## config.mk

```make
export PLATFORM = sky130hd
export DESIGN_NAME = cpu_core
export DESIGN_NICKNAME = d
export VERILOG_FILES = /design/src/cpu_pkg.sv /design/src/cpu_core.sv /design/src/word_alu.sv
export VERILOG_INCLUDE_DIRS = /design/src
export SDC_FILE = /design/constraint.sdc
export NUM_CORES = 1
export LEC_CHECK = 0
export BUFFER_PORTS_ARGS = -buffer_cell sky130_fd_sc_hd__buf_2
export CAP_MARGIN = 20
export CORE_AREA = 4 4 148 150
export CTS_BUF_LIST = sky130_fd_sc_hd__clkbuf_4 sky130_fd_sc_hd__clkbuf_8 sky130_fd_sc_hd__clkbuf_16
export DETAILED_ROUTE_END_ITERATION = 16
export DIE_AREA = 0 0 152 154
export MAX_ROUTING_LAYER = met4
export PLACE_DENSITY = 0.75
export SETUP_SLACK_MARGIN = 0.2
export SYNTH_ARGS = -nofsm -noshare
export SYNTH_HDL_FRONTEND = slang
export SYNTH_SLANG_ARGS = --single-unit
```

## constraint.sdc

```tcl
create_clock -name core_clk -period 6.1 [get_ports core_clk]
set_input_delay 0.915 -clock core_clk [delete_from_list [all_inputs] [get_ports core_clk]]
set_output_delay 0.915 -clock core_clk [all_outputs]
set_load 0.02 [all_outputs]
```

## src/cpu_defines.svh

```systemverilog
// Constants for the small accumulator processor core
`ifndef CPU_DEFINES_SVH
`define CPU_DEFINES_SVH
`define WORD_W 16
`define ADDR_W 15
`define OP_LSB 11
`define OP_W 4
`define IND_BIT 15
`define OP_SPECIAL 4'h0
`define OP_SUBJUMP 4'h1
`define OP_JUMP 4'h2
`define OP_ISZ 4'h3
`define OP_ADD 4'h4
`define OP_LOAD 4'h6
`define OP_STORE 4'h7
`define SUB_NOP 11'h000
`define SUB_CLEAR 11'h100
`define SUB_NEGATE 11'h001
`define SUB_HALT 11'h400
`define START_ADDR 15'h0000
`endif

```

## src/cpu_pkg.sv

```systemverilog
// Types shared by the processor core
package cpu_pkg;
  typedef enum logic [2:0] {
    ST_HALT, ST_FETCH, ST_DECODE, ST_INDIRECT, ST_EXEC, ST_WRITE
  } phase_e;
endpackage

```

## src/cpu_core.sv

```systemverilog
// Processor core with memory port and operator panel
// How it works
// - Increment-and-skip reads the memory word, adds one, writes it back.
// - When that result is zero (including wrap) the next word is skipped.
// - No-operation changes nothing and just advances the program counter.
// - Complement-then-increment in one word negates the accumulator.
// - Clear-accumulator zeroes every accumulator bit.
// - Load copies the referenced word into the accumulator.
// - Store writes the accumulator to the referenced word.
// - Subroutine jump stores the return address at the target, runs on.
// - An indirect jump through that word returns to the caller.
// - Single cycle advances one phase per press; run executes freely.
// - Display memory shows the panel address word, then steps it.
// - The increment counts upward so a negative preset reaches zero.
`include "cpu_defines.svh"
module cpu_core (
  input wire logic core_clk,
  input wire logic reset_n,
  input wire logic clk_en,
  output logic [`ADDR_W-1:0] mem_addr,
  output logic mem_wr,
  output logic [`WORD_W-1:0] mem_wdata,
  input wire logic [`WORD_W-1:0] mem_rdata,
  input wire logic [`ADDR_W-1:0] panel_switches,
  input wire logic panel_load_addr,
  input wire logic panel_run,
  input wire logic panel_halt,
  input wire logic panel_single_cycle,
  input wire logic panel_display_memory,
  output logic [`WORD_W-1:0] panel_display,
  output logic [`WORD_W-1:0] accumulator,
  output logic [`ADDR_W-1:0] program_counter,
  output logic running
);
  // Panel inputs come from switches: two-stage synchronisers
  logic [4:0] pin_s1_r, pin_s2_r, pin_prev_r;
  always_ff @(posedge core_clk or negedge reset_n) begin
    if (!reset_n) begin
      pin_s1_r <= 5'h00;
      pin_s2_r <= 5'h00;
      pin_prev_r <= 5'h00;
    end else if (clk_en) begin
      pin_s1_r <= {panel_display_memory, panel_single_cycle, panel_halt,
                   panel_run, panel_load_addr};
      pin_s2_r <= pin_s1_r;
      pin_prev_r <= pin_s2_r;
    end
  end
  wire [4:0] press = pin_s2_r & ~pin_prev_r;
  logic [`ADDR_W-1:0] sw_s1_r, sw_s2_r;
  always_ff @(posedge core_clk or negedge reset_n) begin
    if (!reset_n) begin
      sw_s1_r <= `START_ADDR;
      sw_s2_r <= `START_ADDR;
    end else if (clk_en) begin
      sw_s1_r <= panel_switches;
      sw_s2_r <= sw_s1_r;
    end
  end
  wire load_press = press[0];
  wire run_press = press[1];
  wire halt_press = press[2];
  wire step_press = press[3];
  wire disp_press = press[4];

  cpu_pkg::phase_e phase_r, phase_nxt;
  logic run_r, step_r, disp_pend_r, disp_wait_r;
  logic [`ADDR_W-1:0] pc_r, pc_nxt, ma_r, ma_nxt, panel_addr_r;
  logic [`WORD_W-1:0] ir_r, ir_nxt, acc_r, acc_nxt, wd_r, wd_nxt, disp_r;
  logic wr_r, wr_nxt;

  wire [`OP_W-1:0] opcode = ir_r[`OP_LSB+`OP_W-1:`OP_LSB];
  wire [10:0] sub = ir_r[10:0];
  wire [`ADDR_W-1:0] pc_inc = pc_r + 15'h0001;
  wire [`ADDR_W-1:0] pc_skip = pc_r + 15'h0002;
  wire is_special = (opcode == `OP_SPECIAL);
  wire is_halt = is_special && (sub == `SUB_HALT);
  wire is_clear = is_special && (sub == `SUB_CLEAR);
  wire is_negate = is_special && (sub == `SUB_NEGATE);

  // Panel memory access only while stopped, one phase per operation
  wire halted = (phase_r == cpu_pkg::ST_HALT);
  wire advance = run_r || step_r;

  logic [1:0] alu_sel;
  logic [`WORD_W-1:0] alu_y;
  logic alu_zero;
  assign alu_sel = (opcode == `OP_ISZ) ? 2'h2 :
                   (opcode == `OP_ADD) ? 2'h1 :
                   is_negate ? 2'h3 : 2'h0;
  word_alu alu (
    .a(acc_r),
    .b(mem_rdata),
    .sel(alu_sel),
    .y(alu_y),
    .zero(alu_zero)
  );

  always_comb begin
    phase_nxt = phase_r;
    pc_nxt = pc_r;
    ma_nxt = ma_r;
    ir_nxt = ir_r;
    acc_nxt = acc_r;
    wd_nxt = wd_r;
    wr_nxt = 1'b0;
    case (phase_r)
      cpu_pkg::ST_HALT: begin
        ma_nxt = panel_addr_r;
        if (run_r || step_r) begin
          phase_nxt = cpu_pkg::ST_FETCH;
          ma_nxt = pc_r;
        end
      end
      cpu_pkg::ST_FETCH: begin
        ma_nxt = pc_r;
        phase_nxt = cpu_pkg::ST_DECODE;
      end
      cpu_pkg::ST_DECODE: begin
        ir_nxt = mem_rdata;
        phase_nxt = cpu_pkg::ST_EXEC;
        if (mem_rdata[14:11] != `OP_SPECIAL) begin
          ma_nxt = {pc_r[14:11], mem_rdata[10:0]};
          if (mem_rdata[`IND_BIT])
            phase_nxt = cpu_pkg::ST_INDIRECT;
        end
      end
      cpu_pkg::ST_INDIRECT: begin
        ma_nxt = mem_rdata[`ADDR_W-1:0];
        phase_nxt = cpu_pkg::ST_EXEC;
      end
      cpu_pkg::ST_EXEC: begin
        phase_nxt = cpu_pkg::ST_FETCH;
        pc_nxt = pc_inc;
        case (opcode)
          `OP_SPECIAL: begin
            if (is_clear)
              acc_nxt = 16'h0000;
            else if (is_negate)
              acc_nxt = alu_y;
            if (is_halt) begin
              phase_nxt = cpu_pkg::ST_HALT;
            end
          end
          `OP_LOAD, `OP_ADD: acc_nxt = alu_y;
          `OP_STORE: begin
            wd_nxt = acc_r;
            wr_nxt = 1'b1;
            phase_nxt = cpu_pkg::ST_WRITE;
          end
          `OP_ISZ: begin
            wd_nxt = alu_y;
            wr_nxt = 1'b1;
            phase_nxt = cpu_pkg::ST_WRITE;
            if (alu_zero)
              pc_nxt = pc_skip;
          end
          `OP_SUBJUMP: begin
            wd_nxt = {1'b0, pc_inc};
            wr_nxt = 1'b1;
            pc_nxt = ma_r + 15'h0001;
            phase_nxt = cpu_pkg::ST_WRITE;
          end
          `OP_JUMP: pc_nxt = ma_r;
          default: ;
        endcase
      end
      cpu_pkg::ST_WRITE: begin
        ma_nxt = pc_r;
        phase_nxt = cpu_pkg::ST_FETCH;
      end
      default: phase_nxt = cpu_pkg::ST_HALT;
    endcase
    // Stop at the end of a step or on halt request
    if (!halted && !run_r && phase_nxt == cpu_pkg::ST_FETCH)
      phase_nxt = cpu_pkg::ST_HALT;
    if (!halted && !advance)
      phase_nxt = phase_r;
    if (halted && !advance)
      wr_nxt = 1'b0;
  end

  always_ff @(posedge core_clk or negedge reset_n) begin
    if (!reset_n) begin
      phase_r <= cpu_pkg::ST_HALT;
      pc_r <= `START_ADDR;
      ma_r <= `START_ADDR;
      ir_r <= 16'h0000;
      acc_r <= 16'h0000;
      wd_r <= 16'h0000;
    end else if (clk_en && (advance || halted)) begin
      phase_r <= phase_nxt;
      ma_r <= phase_nxt == cpu_pkg::ST_FETCH ? pc_nxt : ma_nxt;
      pc_r <= load_press && halted ? sw_s2_r : pc_nxt;
      ir_r <= ir_nxt;
      acc_r <= acc_nxt;
      wd_r <= wd_nxt;
    end
  end

  // Strobe drops after one cycle even when a step parks in the write phase
  always_ff @(posedge core_clk or negedge reset_n) begin
    if (!reset_n)
      wr_r <= 1'b0;
    else if (clk_en)
      wr_r <= advance && wr_nxt;
  end

  // Run until halt; single cycle grants exactly one phase
  always_ff @(posedge core_clk or negedge reset_n) begin
    if (!reset_n) begin
      run_r <= 1'b0;
      step_r <= 1'b0;
    end else if (clk_en) begin
      if (halt_press || (phase_r == cpu_pkg::ST_EXEC && is_halt && run_r))
        run_r <= 1'b0;
      else if (run_press)
        run_r <= 1'b1;
      step_r <= step_press && !run_r;
    end
  end

  // Display memory: address held one phase, word latched, address bumped
  always_ff @(posedge core_clk or negedge reset_n) begin
    if (!reset_n) begin
      panel_addr_r <= `START_ADDR;
      disp_r <= 16'h0000;
      disp_pend_r <= 1'b0;
      disp_wait_r <= 1'b0;
    end else if (clk_en) begin
      disp_wait_r <= disp_pend_r;
      if (load_press && halted)
        panel_addr_r <= sw_s2_r;
      else if (disp_press && halted && !advance)
        disp_pend_r <= 1'b1;
      else if (disp_wait_r) begin
        disp_r <= mem_rdata;
        panel_addr_r <= panel_addr_r + 15'h0001;
        disp_pend_r <= 1'b0;
        disp_wait_r <= 1'b0;
      end
    end
  end

  assign mem_addr = ma_r;
  assign mem_wr = wr_r;
  assign mem_wdata = wd_r;
  assign panel_display = disp_r;
  assign accumulator = acc_r;
  assign program_counter = pc_r;
  assign running = run_r;
endmodule

```

## src/word_alu.sv

```systemverilog
// Accumulator arithmetic unit
`include "cpu_defines.svh"
module word_alu (
  input wire logic [`WORD_W-1:0] a,
  input wire logic [`WORD_W-1:0] b,
  input wire logic [1:0] sel,
  output logic [`WORD_W-1:0] y,
  output logic zero
);
  // 0 pass b, 1 a+b, 2 b+1, 3 negate a
  always_comb begin
    case (sel)
      2'h0: y = b;
      2'h1: y = a + b;
      2'h2: y = b + 16'h0001;
      default: y = (~a) + 16'h0001;
    endcase
    zero = (y == 16'h0000);
  end
endmodule
```

==> results of run 1 <==
-- state kept, by name (all words and copies together) (netlist names) --
register         cells
step_r               1
panel_addr_r        15
panel_display       16
pin_s1_r             5
mem_wr               1
pin_s2_r             5
ir_r                15
mem_addr            15
phase_r              3
sw_s2_r             15
disp_pend_r          1
sw_s1_r             15
mem_wdata           16
accumulator         16
program_counter     15
disp_wait_r          1
running              1
pin_prev_r           5
-- per-stage QoR --
stage | utilization, % | instance area, µm² | std cells
floorplan | - | 11200 | 1330
global placement | 57.6 | 11900 | 1637
detailed placement | 57.6 | 11900 | 1637
CTS | 60.6 | 12500 | 1669
global route | 60.7 | 12600 | 1670
finish | 60.7 | 12600 | 1670
-- cell usage after synthesis, drive strengths merged, types with 20 or more instances --
master  number
mux2i       26
buf         22
mux2        76
a31oi       23
nand2      141
dfrtp      161
xnor2       30
ha          20
a21oi      130
and3        22
nor2       124
o21ai       94
clkbuf      91
nor3        26
nand3       54
-- metal layers --
metal	track usage, %	part of all wire (%)	up-vias
li1	-	-	5005
met1	47.3	42	5385
met2	49.6	45	593
met3	6.11	9.5	77
met4	10.4	3.3	0
met5	-	0	-
-- final timing paths --
check,from,endpoint
worst max-delay path,ir_r[14],program_counter[6]
worst min-delay path,pin_s1_r[2],pin_s2_r[2]
worst max register to register,ir_r[14],program_counter[6]
worst min register to register,pin_s1_r[2],pin_s2_r[2]
max in group asynchronous,reset_n,sw_s1_r[4]
min in group asynchronous,reset_n,accumulator[5]
-- final cells by class --
type	count	area share, %
inverters	19	0.568
multi-input cells	1037	53.1
repair buffers	146	6.49
well taps	275	2.74
clock buffers	17	3.39
clock inverters	15	1.65
flip-flops and latches	161	32.1
-- cell usage in the layout (no fill, tap or decap), types with 18 or more instances in the layout --
| cell type | synthesis | routed |
|---|---|---|
| o21ai_0 | 85 | 85 |
| o211ai_1 | 19 | 19 |
| buf_4 | 0 | 27 |
| a31oi_1 | 22 | 22 |
| and3_1 | 22 | 22 |
| inv_1 | 19 | 19 |
| mux2_2 | 75 | 75 |
| xor2_1 | 18 | 18 |
| nand3_1 | 53 | 53 |
| o22ai_1 | 18 | 18 |
| mux2i_1 | 23 | 23 |
| nand2_1 | 141 | 141 |
| nor3_1 | 26 | 26 |
| a21oi_1 | 129 | 129 |
| nor2_1 | 124 | 123 |
| dfrtp_1 | 161 | 161 |
| buf_2 | 6 | 117 |
| xnor2_1 | 30 | 30 |
| ha_1 | 20 | 20 |
-- kinds of logic after synthesis --
kind of cell    synth area share (%)
compound gates                  23.0
xor+xnor                        3.75
fa+ha+maj                       2.41
buf+inv                         4.82
flops                           35.9
mux                             10.1
simple gates                    19.9
-- where the power goes --
part	switching, W	total, W	internal [W]
Clock	0.000549	0.00115	0.000598
Sequential	0.000659	0.00212	0.00146
Combinational	0.00266	0.00418	0.00152
Total	0.00387	0.00745	0.00358
-- worst max-delay path, cell delays in order (launching register included) --
cell,delay (ns)
dfrtp_1,0.54
nand4bb_2,0.24
buf_4,0.22
mux2i_4,0.26
ha_1,0.40
nor3b_1,0.45
nand4_1,0.22
o2bb2ai_1,0.25
and2b_1,0.19
nor3b_1,0.27
a2111oi_2,0.13
a2111oi_4,0.43
nand3_2,0.32
mux2i_2,0.41
mux2_1,0.36
a211oi_1,0.24
o31ai_1,0.09
==> run metrics, run 1 <==
cell area after synthesis 11,200 µm²; highest clock rate 0.194 GHz; Worst Setup Path Type reg2reg; max-cap violation count 0; setup TNS 0 ns; VDD IR max 235 µV; # nets final 1,442; syn_nets 1,390; CTS tree done; vias per cell 6.62; power density over the cells 593 nW/µm²; top cells by area, synth dfrtp_1 (36%), mux2_2 (7.5%), a21oi_1 (5.8%), nand2_1 (4.7%), nor2_1 (4.2%); worst-path maximum fanout 11; Clock transition at path regs 0.08 ns; grt total ovfl 0; # hold bufs at CTS 0; Startpoint Class flop; Resized cells post-CTS 0; RD Place Congestion 1.03; hpwl dp 28,500 µm; worst skew pair latency 0.44 ns; area of the multi-input gates 6670 µm²; Yosys top cell area share 35.9%; Final Setup Violations 0; r2r worst-path depth 16; overall power 0.00745 W; library cells used by synthesis 87; CTS H-tree lvls 4; die area 23,400 µm²; EDFF count, synth 0; Worst Tran Pin Value 1.16 ns; Syn. warnings 0; Post-Route WL 39,000 µm; global-route wire length before repair 60,500 µm; Seq. cell area 4030 µm²; drt first pass iters 6; Clock Path Buffers 2; First DRT Iteration DRCs 1,529; largest net degree at the start of global routing 90; I/O Pins 119; Setup Skew 0.0170 ns; initial core utilization 54.2%; PortBufs 118; Die Y 154 µm; Setup Buffers After CTS 0; vias 11.1k; prevailing post-synth register cell dfrtp_1; final count of pins violating max slew 0; Post-synth ARST share 100%; Post-Syn Area per Cell 8.43 µm²; status complete, no violations; Hold Fails Final Rpt 0; crit path DAT 5.45 ns; num rows 53; number of synthesized register bits 161; Cells after Synth 1,330; CTS Root Buffer Type clkbuf_16; dpl ws 0.878 ns; flop2flop setup slack 0.94 ns; hold depth 2; Final ANT Viol Nets 0; crit path capture type flop; synthesis-to-finish area growth 12.0%; Total Routing Usage GR 33.6%; DR DRC count 0; core area 20,700 µm²; Rel. slew slack 22.7%; worst setup margin 0.943 ns; final hold slack 0.486 ns; Routed WL per cell 23.3 µm; min cycle time layout 5.16 ns; fillcell total 1,860; share of cells above drive strength 1 20.0%; clk sinks 161; ANT cells 0; vias in the first global route 9,997; HP Class reg2reg; final worst path period share 84.5%; WP data required 6.40 ns; RSZ-0062 raised after global routing false; Yosys top cell by area dfrtp_1; leakage 5.27 nW; initial antenna violation count 0; Chip Width 152 µm; register area share after synthesis 35.9%; TritonCTS Buffers 17
(Power assumes the default switching activity.)
==> inputs of run 2 (changes only) <==
--- a/config.mk
+++ b/config.mk
@@ -8,12 +8,12 @@
 export LEC_CHECK = 0
 export BUFFER_PORTS_ARGS = -buffer_cell sky130_fd_sc_hd__buf_2
 export CAP_MARGIN = 20
-export CORE_AREA = 4 4 148 150
+export CORE_AREA = 4 4 150 152
 export CTS_BUF_LIST = sky130_fd_sc_hd__clkbuf_4 sky130_fd_sc_hd__clkbuf_8 sky130_fd_sc_hd__clkbuf_16
 export DETAILED_ROUTE_END_ITERATION = 16
-export DIE_AREA = 0 0 152 154
+export DIE_AREA = 0 0 154 156
 export MAX_ROUTING_LAYER = met4
-export PLACE_DENSITY = 0.75
+export PLACE_DENSITY = 0.76
 export SETUP_SLACK_MARGIN = 0.2
 export SYNTH_ARGS = -nofsm -noshare
 export SYNTH_HDL_FRONTEND = slang
==> constraint.sdc (replaced) <==
create_clock -name core_clk -period 4.1 [get_ports core_clk]
set_input_delay 0.615 -clock core_clk [delete_from_list [all_inputs] [get_ports core_clk]]
set_output_delay 0.615 -clock core_clk [all_outputs]
set_load 0.02 [all_outputs]
==> run 2 against run 1 <==
Effect of this change:
- non-clock buffer count increased by 92
- combinational power increased by 74%
- final cell count is 5.5% higher
- die area up 2.6%
- clock-buffer cell count stayed put
- sequential share of layout area down 2.4 points
- register-to-register slack got worse by 0.85 ns
- clock skew is 0.0069 ns lower
- critical path type unchanged
- largest cell class unchanged
==> run metrics, run 2 (synthesis results as in run 1) <==
Startpoint Class flop (unchanged); CTS Root Buffer Type clkbuf_16 (unchanged); Hold Fails Final Rpt 0 (unchanged); overall power 0.0120 W (was 0.00745 W); Clock Path Buffers 2 (unchanged); hpwl dp 29,300 µm (was 28,500 µm); leakage 5.79 nW (was 5.27 nW); flop2flop setup slack 0.1 ns (was 0.94 ns); crit path DAT 4.31 ns (was 5.45 ns); worst setup margin 0.0978 ns (was 0.943 ns); largest net degree at the start of global routing 92 (was 90); global-route wire length before repair 62,500 µm (was 60,500 µm); CTS tree done (unchanged); most frequent cells in the layout dfrtp_1 (161), nand2_1 (141), a21oi_1 (123) (was dfrtp_1 (161), nand2_1 (141), a21oi_1 (129)); First DRT Iteration DRCs 1,226 (was 1,529); Seq. cell area 4030 µm² (unchanged); highest clock rate 0.250 GHz (was 0.194 GHz); RSZ-0062 raised after global routing true (was false); initial core utilization 53.3% (was 54.2%); initial antenna violation count 0 (unchanged); power density over the cells 882 nW/µm² (was 593 nW/µm²); Setup Skew 0.0101 ns (was 0.0170 ns); status complete, no violations (unchanged); Post-Route WL 40,500 µm (was 39,000 µm); VDD IR max 492 µV (was 235 µV); r2r worst-path depth 15 (was 16); synthesis-to-finish area growth 21.1% (was 12.0%); dpl ws -0.332 ns (was 0.878 ns); min cycle time layout 4.00 ns (was 5.16 ns); Finished Core Util 64.6% (was 60.7%); area of the multi-input gates 6960 µm² (was 6670 µm²); I/O Pins 119 (unchanged); Final Setup Violations 0 (unchanged); Total Routing Usage GR 33.9% (was 33.6%); vias per cell 6.56 (was 6.62); max-cap violation count 0 (unchanged); worst skew pair latency 0.44 ns (about the same); DR DRC count 0 (unchanged); clk sinks 161 (unchanged); final worst path period share 97.6% (was 84.5%); final count of pins violating max slew 0 (unchanged); vias in the first global route 10.8k (was 9,997); share of cells above drive strength 1 27.9% (was 20.0%); Worst Setup Path Type reg2reg (unchanged); Routed WL per cell 23.0 µm (was 23.3 µm); worst-path maximum fanout 4 (was 11); crit path capture type flop (unchanged); Chip Width 154 µm (was 152 µm); ANT cells 0 (unchanged); drt first pass iters 6 (unchanged); RD Place Congestion 1.02 (was 1.03); Reg-to-Reg End mem_addr[3] (was program_counter[6]); grt total ovfl 0 (unchanged); dpl cells 1,729 (was 1,637); fillcell total 1,764 (was 1,860); WP data required 4.41 ns (was 6.40 ns); non-filler instance count after layout 1,762 (was 1,670); Clock transition at path regs 0.08 ns (about the same); Rel. slew slack 41.3% (was 22.7%); most common cell after layout, fill and taps aside dfrtp_1 (unchanged); num rows 53 (unchanged); die area 24,000 µm² (was 23,400 µm²); PortBufs 118 (unchanged); # nets final 1,534 (was 1,442); R2R Path Start accumulator[0] (was ir_r[14]); TritonCTS Buffers 17 (unchanged); CTS H-tree lvls 4 (unchanged); Final ANT Viol Nets 0 (unchanged); vias 11.6k (was 11.1k); HP Class in2async (was reg2reg); core area 21,000 µm² (was 20,700 µm²); Worst Tran Pin Value 0.881 ns (was 1.16 ns); Die Y 156 µm (was 154 µm)
-- run 2: critical path, cell delays in order, from the launching register on --
cell       delay, ns
dfrtp_1         0.39
ha_2            0.20
fa_2            0.34
a21o_1          0.22
a221oi_2        0.32
buf_4           0.16
o41ai_1         0.07
a31oi_1         0.28
o311ai_2        0.23
a2111oi_4       0.49
buf_4           0.20
a31oi_4         0.09
o211a_1         0.21
or3_4           0.37
a211oi_2        0.20
o31ai_1         0.09
-- run 2: report_power, final --
part / switching, W / internal [W] / total, W
sequential: 0.000790 / 0.00218 / 0.00297
combinational: 0.00444 / 0.00283 / 0.00727
clock: 0.000799 / 0.000942 / 0.00174
-- run 2: area by class of cell --
type	count	area share (%)
flip-flops and latches	161	29.7
multi-input cells	1037	51.2
clock inverters	15	1.57
well taps	275	2.53
repair buffers	238	11.3
inverters	19	0.525
clock buffers	17	3.13
-- run 2: metrics by stage --
| step | hold WS (ns) | area, µm² | setup TNS (ns) |
|---|---|---|---|
| 4_1_cts | 0.304 | 13400 | 0 |
| 2_1_floorplan | 0.319 | 11300 | -6.83 |
| 3_3_place_gp | 0.468 | 12700 | -3.40 |
| 5_1_grt | 0.341 | 13600 | -0.0662 |
| 6_report | 0.278 | 13600 | 0 |
| 3_5_place_dp | 0.479 | 12700 | -5.31 |
-- run 2: how the worst max path moves through the flow --
stage	start	to	slack, ns	cells past startpoint
6_report	accumulator[0]	mem_addr[3]	0.1	15
4_1_cts	ir_r[13]	mem_addr[2]	0.20	16
5_1_grt	ir_r[14]	program_counter[9]	-0.03	17
2_1_floorplan	ir_r[14]	program_counter[6]	-0.50	24
3_5_place_dp	mem_rdata[0]	program_counter[6]	-0.33	15
3_3_place_gp	mem_rdata[0]	mem_addr[3]	-0.26	17
-- run 2: per-layer routing --
metal | vias to the layer above | GRT usage, % | routed length, µm
met2 | 662 | 49.6 | 17800
li1 | 5194 | - | -
met5 | - | - | 0
met1 | 5585 | 46.5 | 16900
met3 | 122 | 7.30 | 4280
met4 | 0 | 12.3 | 1540
-- run 2: repair_timing --
action	CTS	global route
gates resized for setup	19	37
hold buffers	0	0
setup endpoints to repair	21	28
pin swaps	10	20
buffers inserted	1	0
==> inputs of run 3 (changes only) <==
--- a/config.mk
+++ b/config.mk
@@ -6,8 +6,8 @@
 export SDC_FILE = /design/constraint.sdc
 export NUM_CORES = 1
 export LEC_CHECK = 0
+export ABC_AREA = 1
 export BUFFER_PORTS_ARGS = -buffer_cell sky130_fd_sc_hd__buf_2
-export CAP_MARGIN = 20
 export CORE_AREA = 4 4 150 152
 export CTS_BUF_LIST = sky130_fd_sc_hd__clkbuf_4 sky130_fd_sc_hd__clkbuf_8 sky130_fd_sc_hd__clkbuf_16
 export DETAILED_ROUTE_END_ITERATION = 16
==> run 3 against run 2 <==
Effect of this change:
- highest routed layer unchanged
- synthesized cell count is 25% higher
- first-iteration DRC count hardly changed
- final cell count is 16% higher
==> run metrics, run 3 <==
most common cell after layout, fill and taps aside nand2_1 (was dfrtp_1); clk sinks 161 (unchanged); highest clock rate 0.282 GHz (was 0.250 GHz); final worst path period share 86.6% (was 97.6%); ANT cells 0 (unchanged); delay-heaviest family, CP simple AND/OR/NAND/NOR gates (was compound AO/OA/AOI/OAI gates); Finished Cell Area 12,700 µm² (was 13,600 µm²); PortBufs 118 (unchanged); min cycle time layout 3.55 ns (was 4.00 ns); initial antenna violation count 0 (unchanged); TritonCTS Buffers 17 (unchanged); RSZ-0062 raised after global routing false (was true); Startpoint Class flop (unchanged); num rows 53 (unchanged); top cells by area, synth dfrtp_1 (36%), nand2_1 (18%), o21ai_0 (5.8%), inv_1 (5.7%), nor2_1 (4.6%) (was dfrtp_1 (36%), mux2_2 (7.5%), a21oi_1 (5.8%), nand2_1 (4.7%), nor2_1 (4.2%)); Post-Route WL 38,000 µm (was 40,500 µm); First DRT Iteration DRCs 1,225 (was 1,226); Post-synth ARST share 100% (unchanged); worst skew pair latency 0.44 ns (about the same); die area 24,000 µm² (unchanged); Setup Skew 0.00929 ns (was 0.0101 ns); vias 11.8k (was 11.6k); global-route wire length before repair 60,000 µm (was 62,500 µm); Worst Setup Path Type reg2reg (unchanged); final hold slack 0.254 ns (was 0.278 ns); largest net degree at the start of global routing 94 (was 92); Total Routing Usage GR 32.6% (was 33.9%); I/O Pins 119 (unchanged); Final Setup Violations 0 (unchanged); slowest CP cell dfrtp_1 (was a2111oi_4); prevailing post-synth register cell dfrtp_1 (unchanged); Post-Syn Area per Cell 6.75 µm² (was 8.43 µm²); R2R Path Start ir_r[14] (was accumulator[0]); HP Class in2async (unchanged); Finished Core Util 60.4% (was 64.6%); share of cells above drive strength 1 13.8% (was 27.9%); core area 21,000 µm² (unchanged); Cell Area, Placed 12,100 µm² (was 12,700 µm²); flop2flop setup slack 0.55 ns (was 0.1 ns); Setup Buffers After CTS 0 (was 1); Syn. warnings 0 (unchanged); top-count cell post-synth nand2_1 (was dfrtp_1); Worst Tran Pin Value 1.01 ns (was 0.881 ns); synthesis-to-finish area growth 12.8% (was 21.1%); Cells after Synth 1,668 (was 1,330); initial core utilization 53.5% (was 53.3%); Reg-to-Reg End mem_addr[5] (was mem_addr[3]); library cells used by synthesis 49 (was 87); max incr delay on CP 0.44 ns (was 0.49 ns); Chip Width 154 µm (unchanged); Die Y 156 µm (unchanged); register area share after synthesis 35.8% (was 35.9%); grt total ovfl 0 (unchanged); # nets final 1,822 (was 1,534); Rel. slew slack 32.9% (was 41.3%); Final ANT Viol Nets 0 (unchanged); most frequent CP cell nand2_1 (was buf_4); max-cap violation count 0 (unchanged); crit path DAT 3.88 ns (was 4.31 ns); setup TNS 0 ns (unchanged); crit-path cells nor2_4 > nand2_4 > nand2_4 > nand2_4 > clkinv_2 > ha_1 > a21boi_1 > nor2_1 > nand2_1 > o21ai_1 > nor2_1 > nand2_1 > nor3_4 > buf_4 > nand4_1 > nand3_1 > nand2_1 > nand2_1 > nand2_1 > nand2_1 > a21oi_2 (was ha_2 > fa_2 > a21o_1 > a221oi_2 > buf_4 > o41ai_1 > a31oi_1 > o311ai_2 > a2111oi_4 > buf_4 > a31oi_4 > o211a_1 > or3_4 > a211oi_2 > o31ai_1); WP data required 4.43 ns (was 4.41 ns); Hold Fails Final Rpt 0 (unchanged); worst-path maximum fanout 14 (was 4); crit path capture type flop (unchanged); Yosys top cell by area dfrtp_1 (unchanged); CTS Root Buffer Type clkbuf_16 (unchanged); Routed WL per cell 18.5 µm (was 23.0 µm); CTS H-tree lvls 4 (unchanged); RD Place Congestion 1.02 (about the same); vias per cell 5.77 (was 6.56); cell area after synthesis 11,300 µm² (was 11,200 µm²); DR DRC count 0 (unchanged); leakage 6.44 nW (was 5.79 nW); drt first pass iters 6 (unchanged); number of synthesized register bits 161 (unchanged); final count of pins violating max slew 0 (unchanged); VDD IR max 394 µV (was 492 µV); status complete, no violations (unchanged); most frequent cells in the layout nand2_1 (529), inv_1 (170), dfrtp_1 (161) (was dfrtp_1 (161), nand2_1 (141), a21oi_1 (123)); Clock Path Buffers 2 (unchanged); CTS tree done (unchanged); vias in the first global route 10.9k (was 10.8k); fillcell total 2,020 (was 1,764); Yosys top cell area share 35.8% (was 35.9%); power density over the cells 876 nW/µm² (was 882 nW/µm²); r2r worst-path depth 21 (was 15); Buf/Inv on CP 2 (unchanged); hpwl dp 28,600 µm (was 29,300 µm); syn_nets 1,728 (was 1,390); Clock transition at path regs 0.07 ns (was 0.08 ns); Synth top cells by count nand2_1 (529), inv_1 (170), dfrtp_1 (161) (was dfrtp_1 (161), nand2_1 (141), a21oi_1 (129)); EDFF count, synth 0 (unchanged)
## run 3: changes by cell type in the layout (fill, tap and decap cells not counted), moves of 21 or more
cell and change:
inv_1 +151, and3_1 -22, xnor2_1 -24, mux2i_1 -21, nand3_1 +52, o21ai_0 +51, buf_4 -88, nand2_1 +388
a21oi_1 -37, mux2_2 -74
## run 3: logic make-up (layout without fill, tap and decap cells)
logic type / after synthesis / after routing / share of synthesized area, %
buffers and inverters: 252 / 359 / 8.95
adders and majority gates: 21 / 21 / 2.40
AOI/OAI and AO/OA: 333 / 333 / 17.1
DFF: 161 / 161 / 35.8
xor gates and xnor gates: 27 / 27 / 2.10
muxes: 1 / 1 / 0.100
and+or+nand+nor: 873 / 873 / 33.5
## run 3: worst max path at each step
stage	from	end	slack (ns)	depth (start not counted)
floorplan	mem_rdata[0]	mem_addr[6]	1.06	20
global placement	mem_rdata[0]	mem_addr[5]	0.58	21
detailed placement	mem_rdata[0]	program_counter[5]	0.59	21
CTS	ir_r[11]	program_counter[1]	0.62	22
global route	ir_r[14]	mem_addr[3]	0.26	21
finish	ir_r[14]	mem_addr[5]	0.55	21
## run 3: where the power goes
part | switching [W] | leakage, nW | internal, W
sequential | 0.000772 | 1.96 | 0.00217
clock | 0.000802 | 0.295 | 0.000838
combinational | 0.00449 | 4.19 | 0.00205
total | 0.00606 | 6.44 | 0.00506
## run 3: layer usage
metal / share of wire, % / global-route usage [%] / vias up / wire length [µm]
li1: - / - / 5661 / -
met1: 43 / 44.0 / 5459 / 16300
met2: 43 / 47.5 / 608 / 16400
met3: 10 / 7.55 / 91 / 3800
met4: 3.8 / 13.4 / 0 / 1450
met5: 0 / - / - / 0
## run 3: area by class of cell
cell class | count | area, µm² | area share, %
timing repair buffer | 146 | 823 | 6.48
clock inverter | 14 | 163 | 1.28
multi-input combinational | 1255 | 6220 | 49.0
inverter | 181 | 683 | 5.38
clock buffer | 18 | 439 | 3.46
sequential | 161 | 4030 | 31.7
tap | 275 | 344 | 2.71
## run 3: repair_timing
item | in CTS | in global routing
hold buffers | 0 | 0
resized for setup | 0 | 1
hold endpoints to repair | 0 | 0
setup endpoints to repair | 0 | 1
## run 3: stage by stage
step	cells	setup WS [ns]	total power, W
finish	2050	0.548	0.0111
global route	2050	0.260	0.0120
CTS	2050	0.618	0.0110
detailed placement	2018	0.585	0.00935
global placement	2018	0.579	0.00926
floorplan	1668	1.06	0.00732
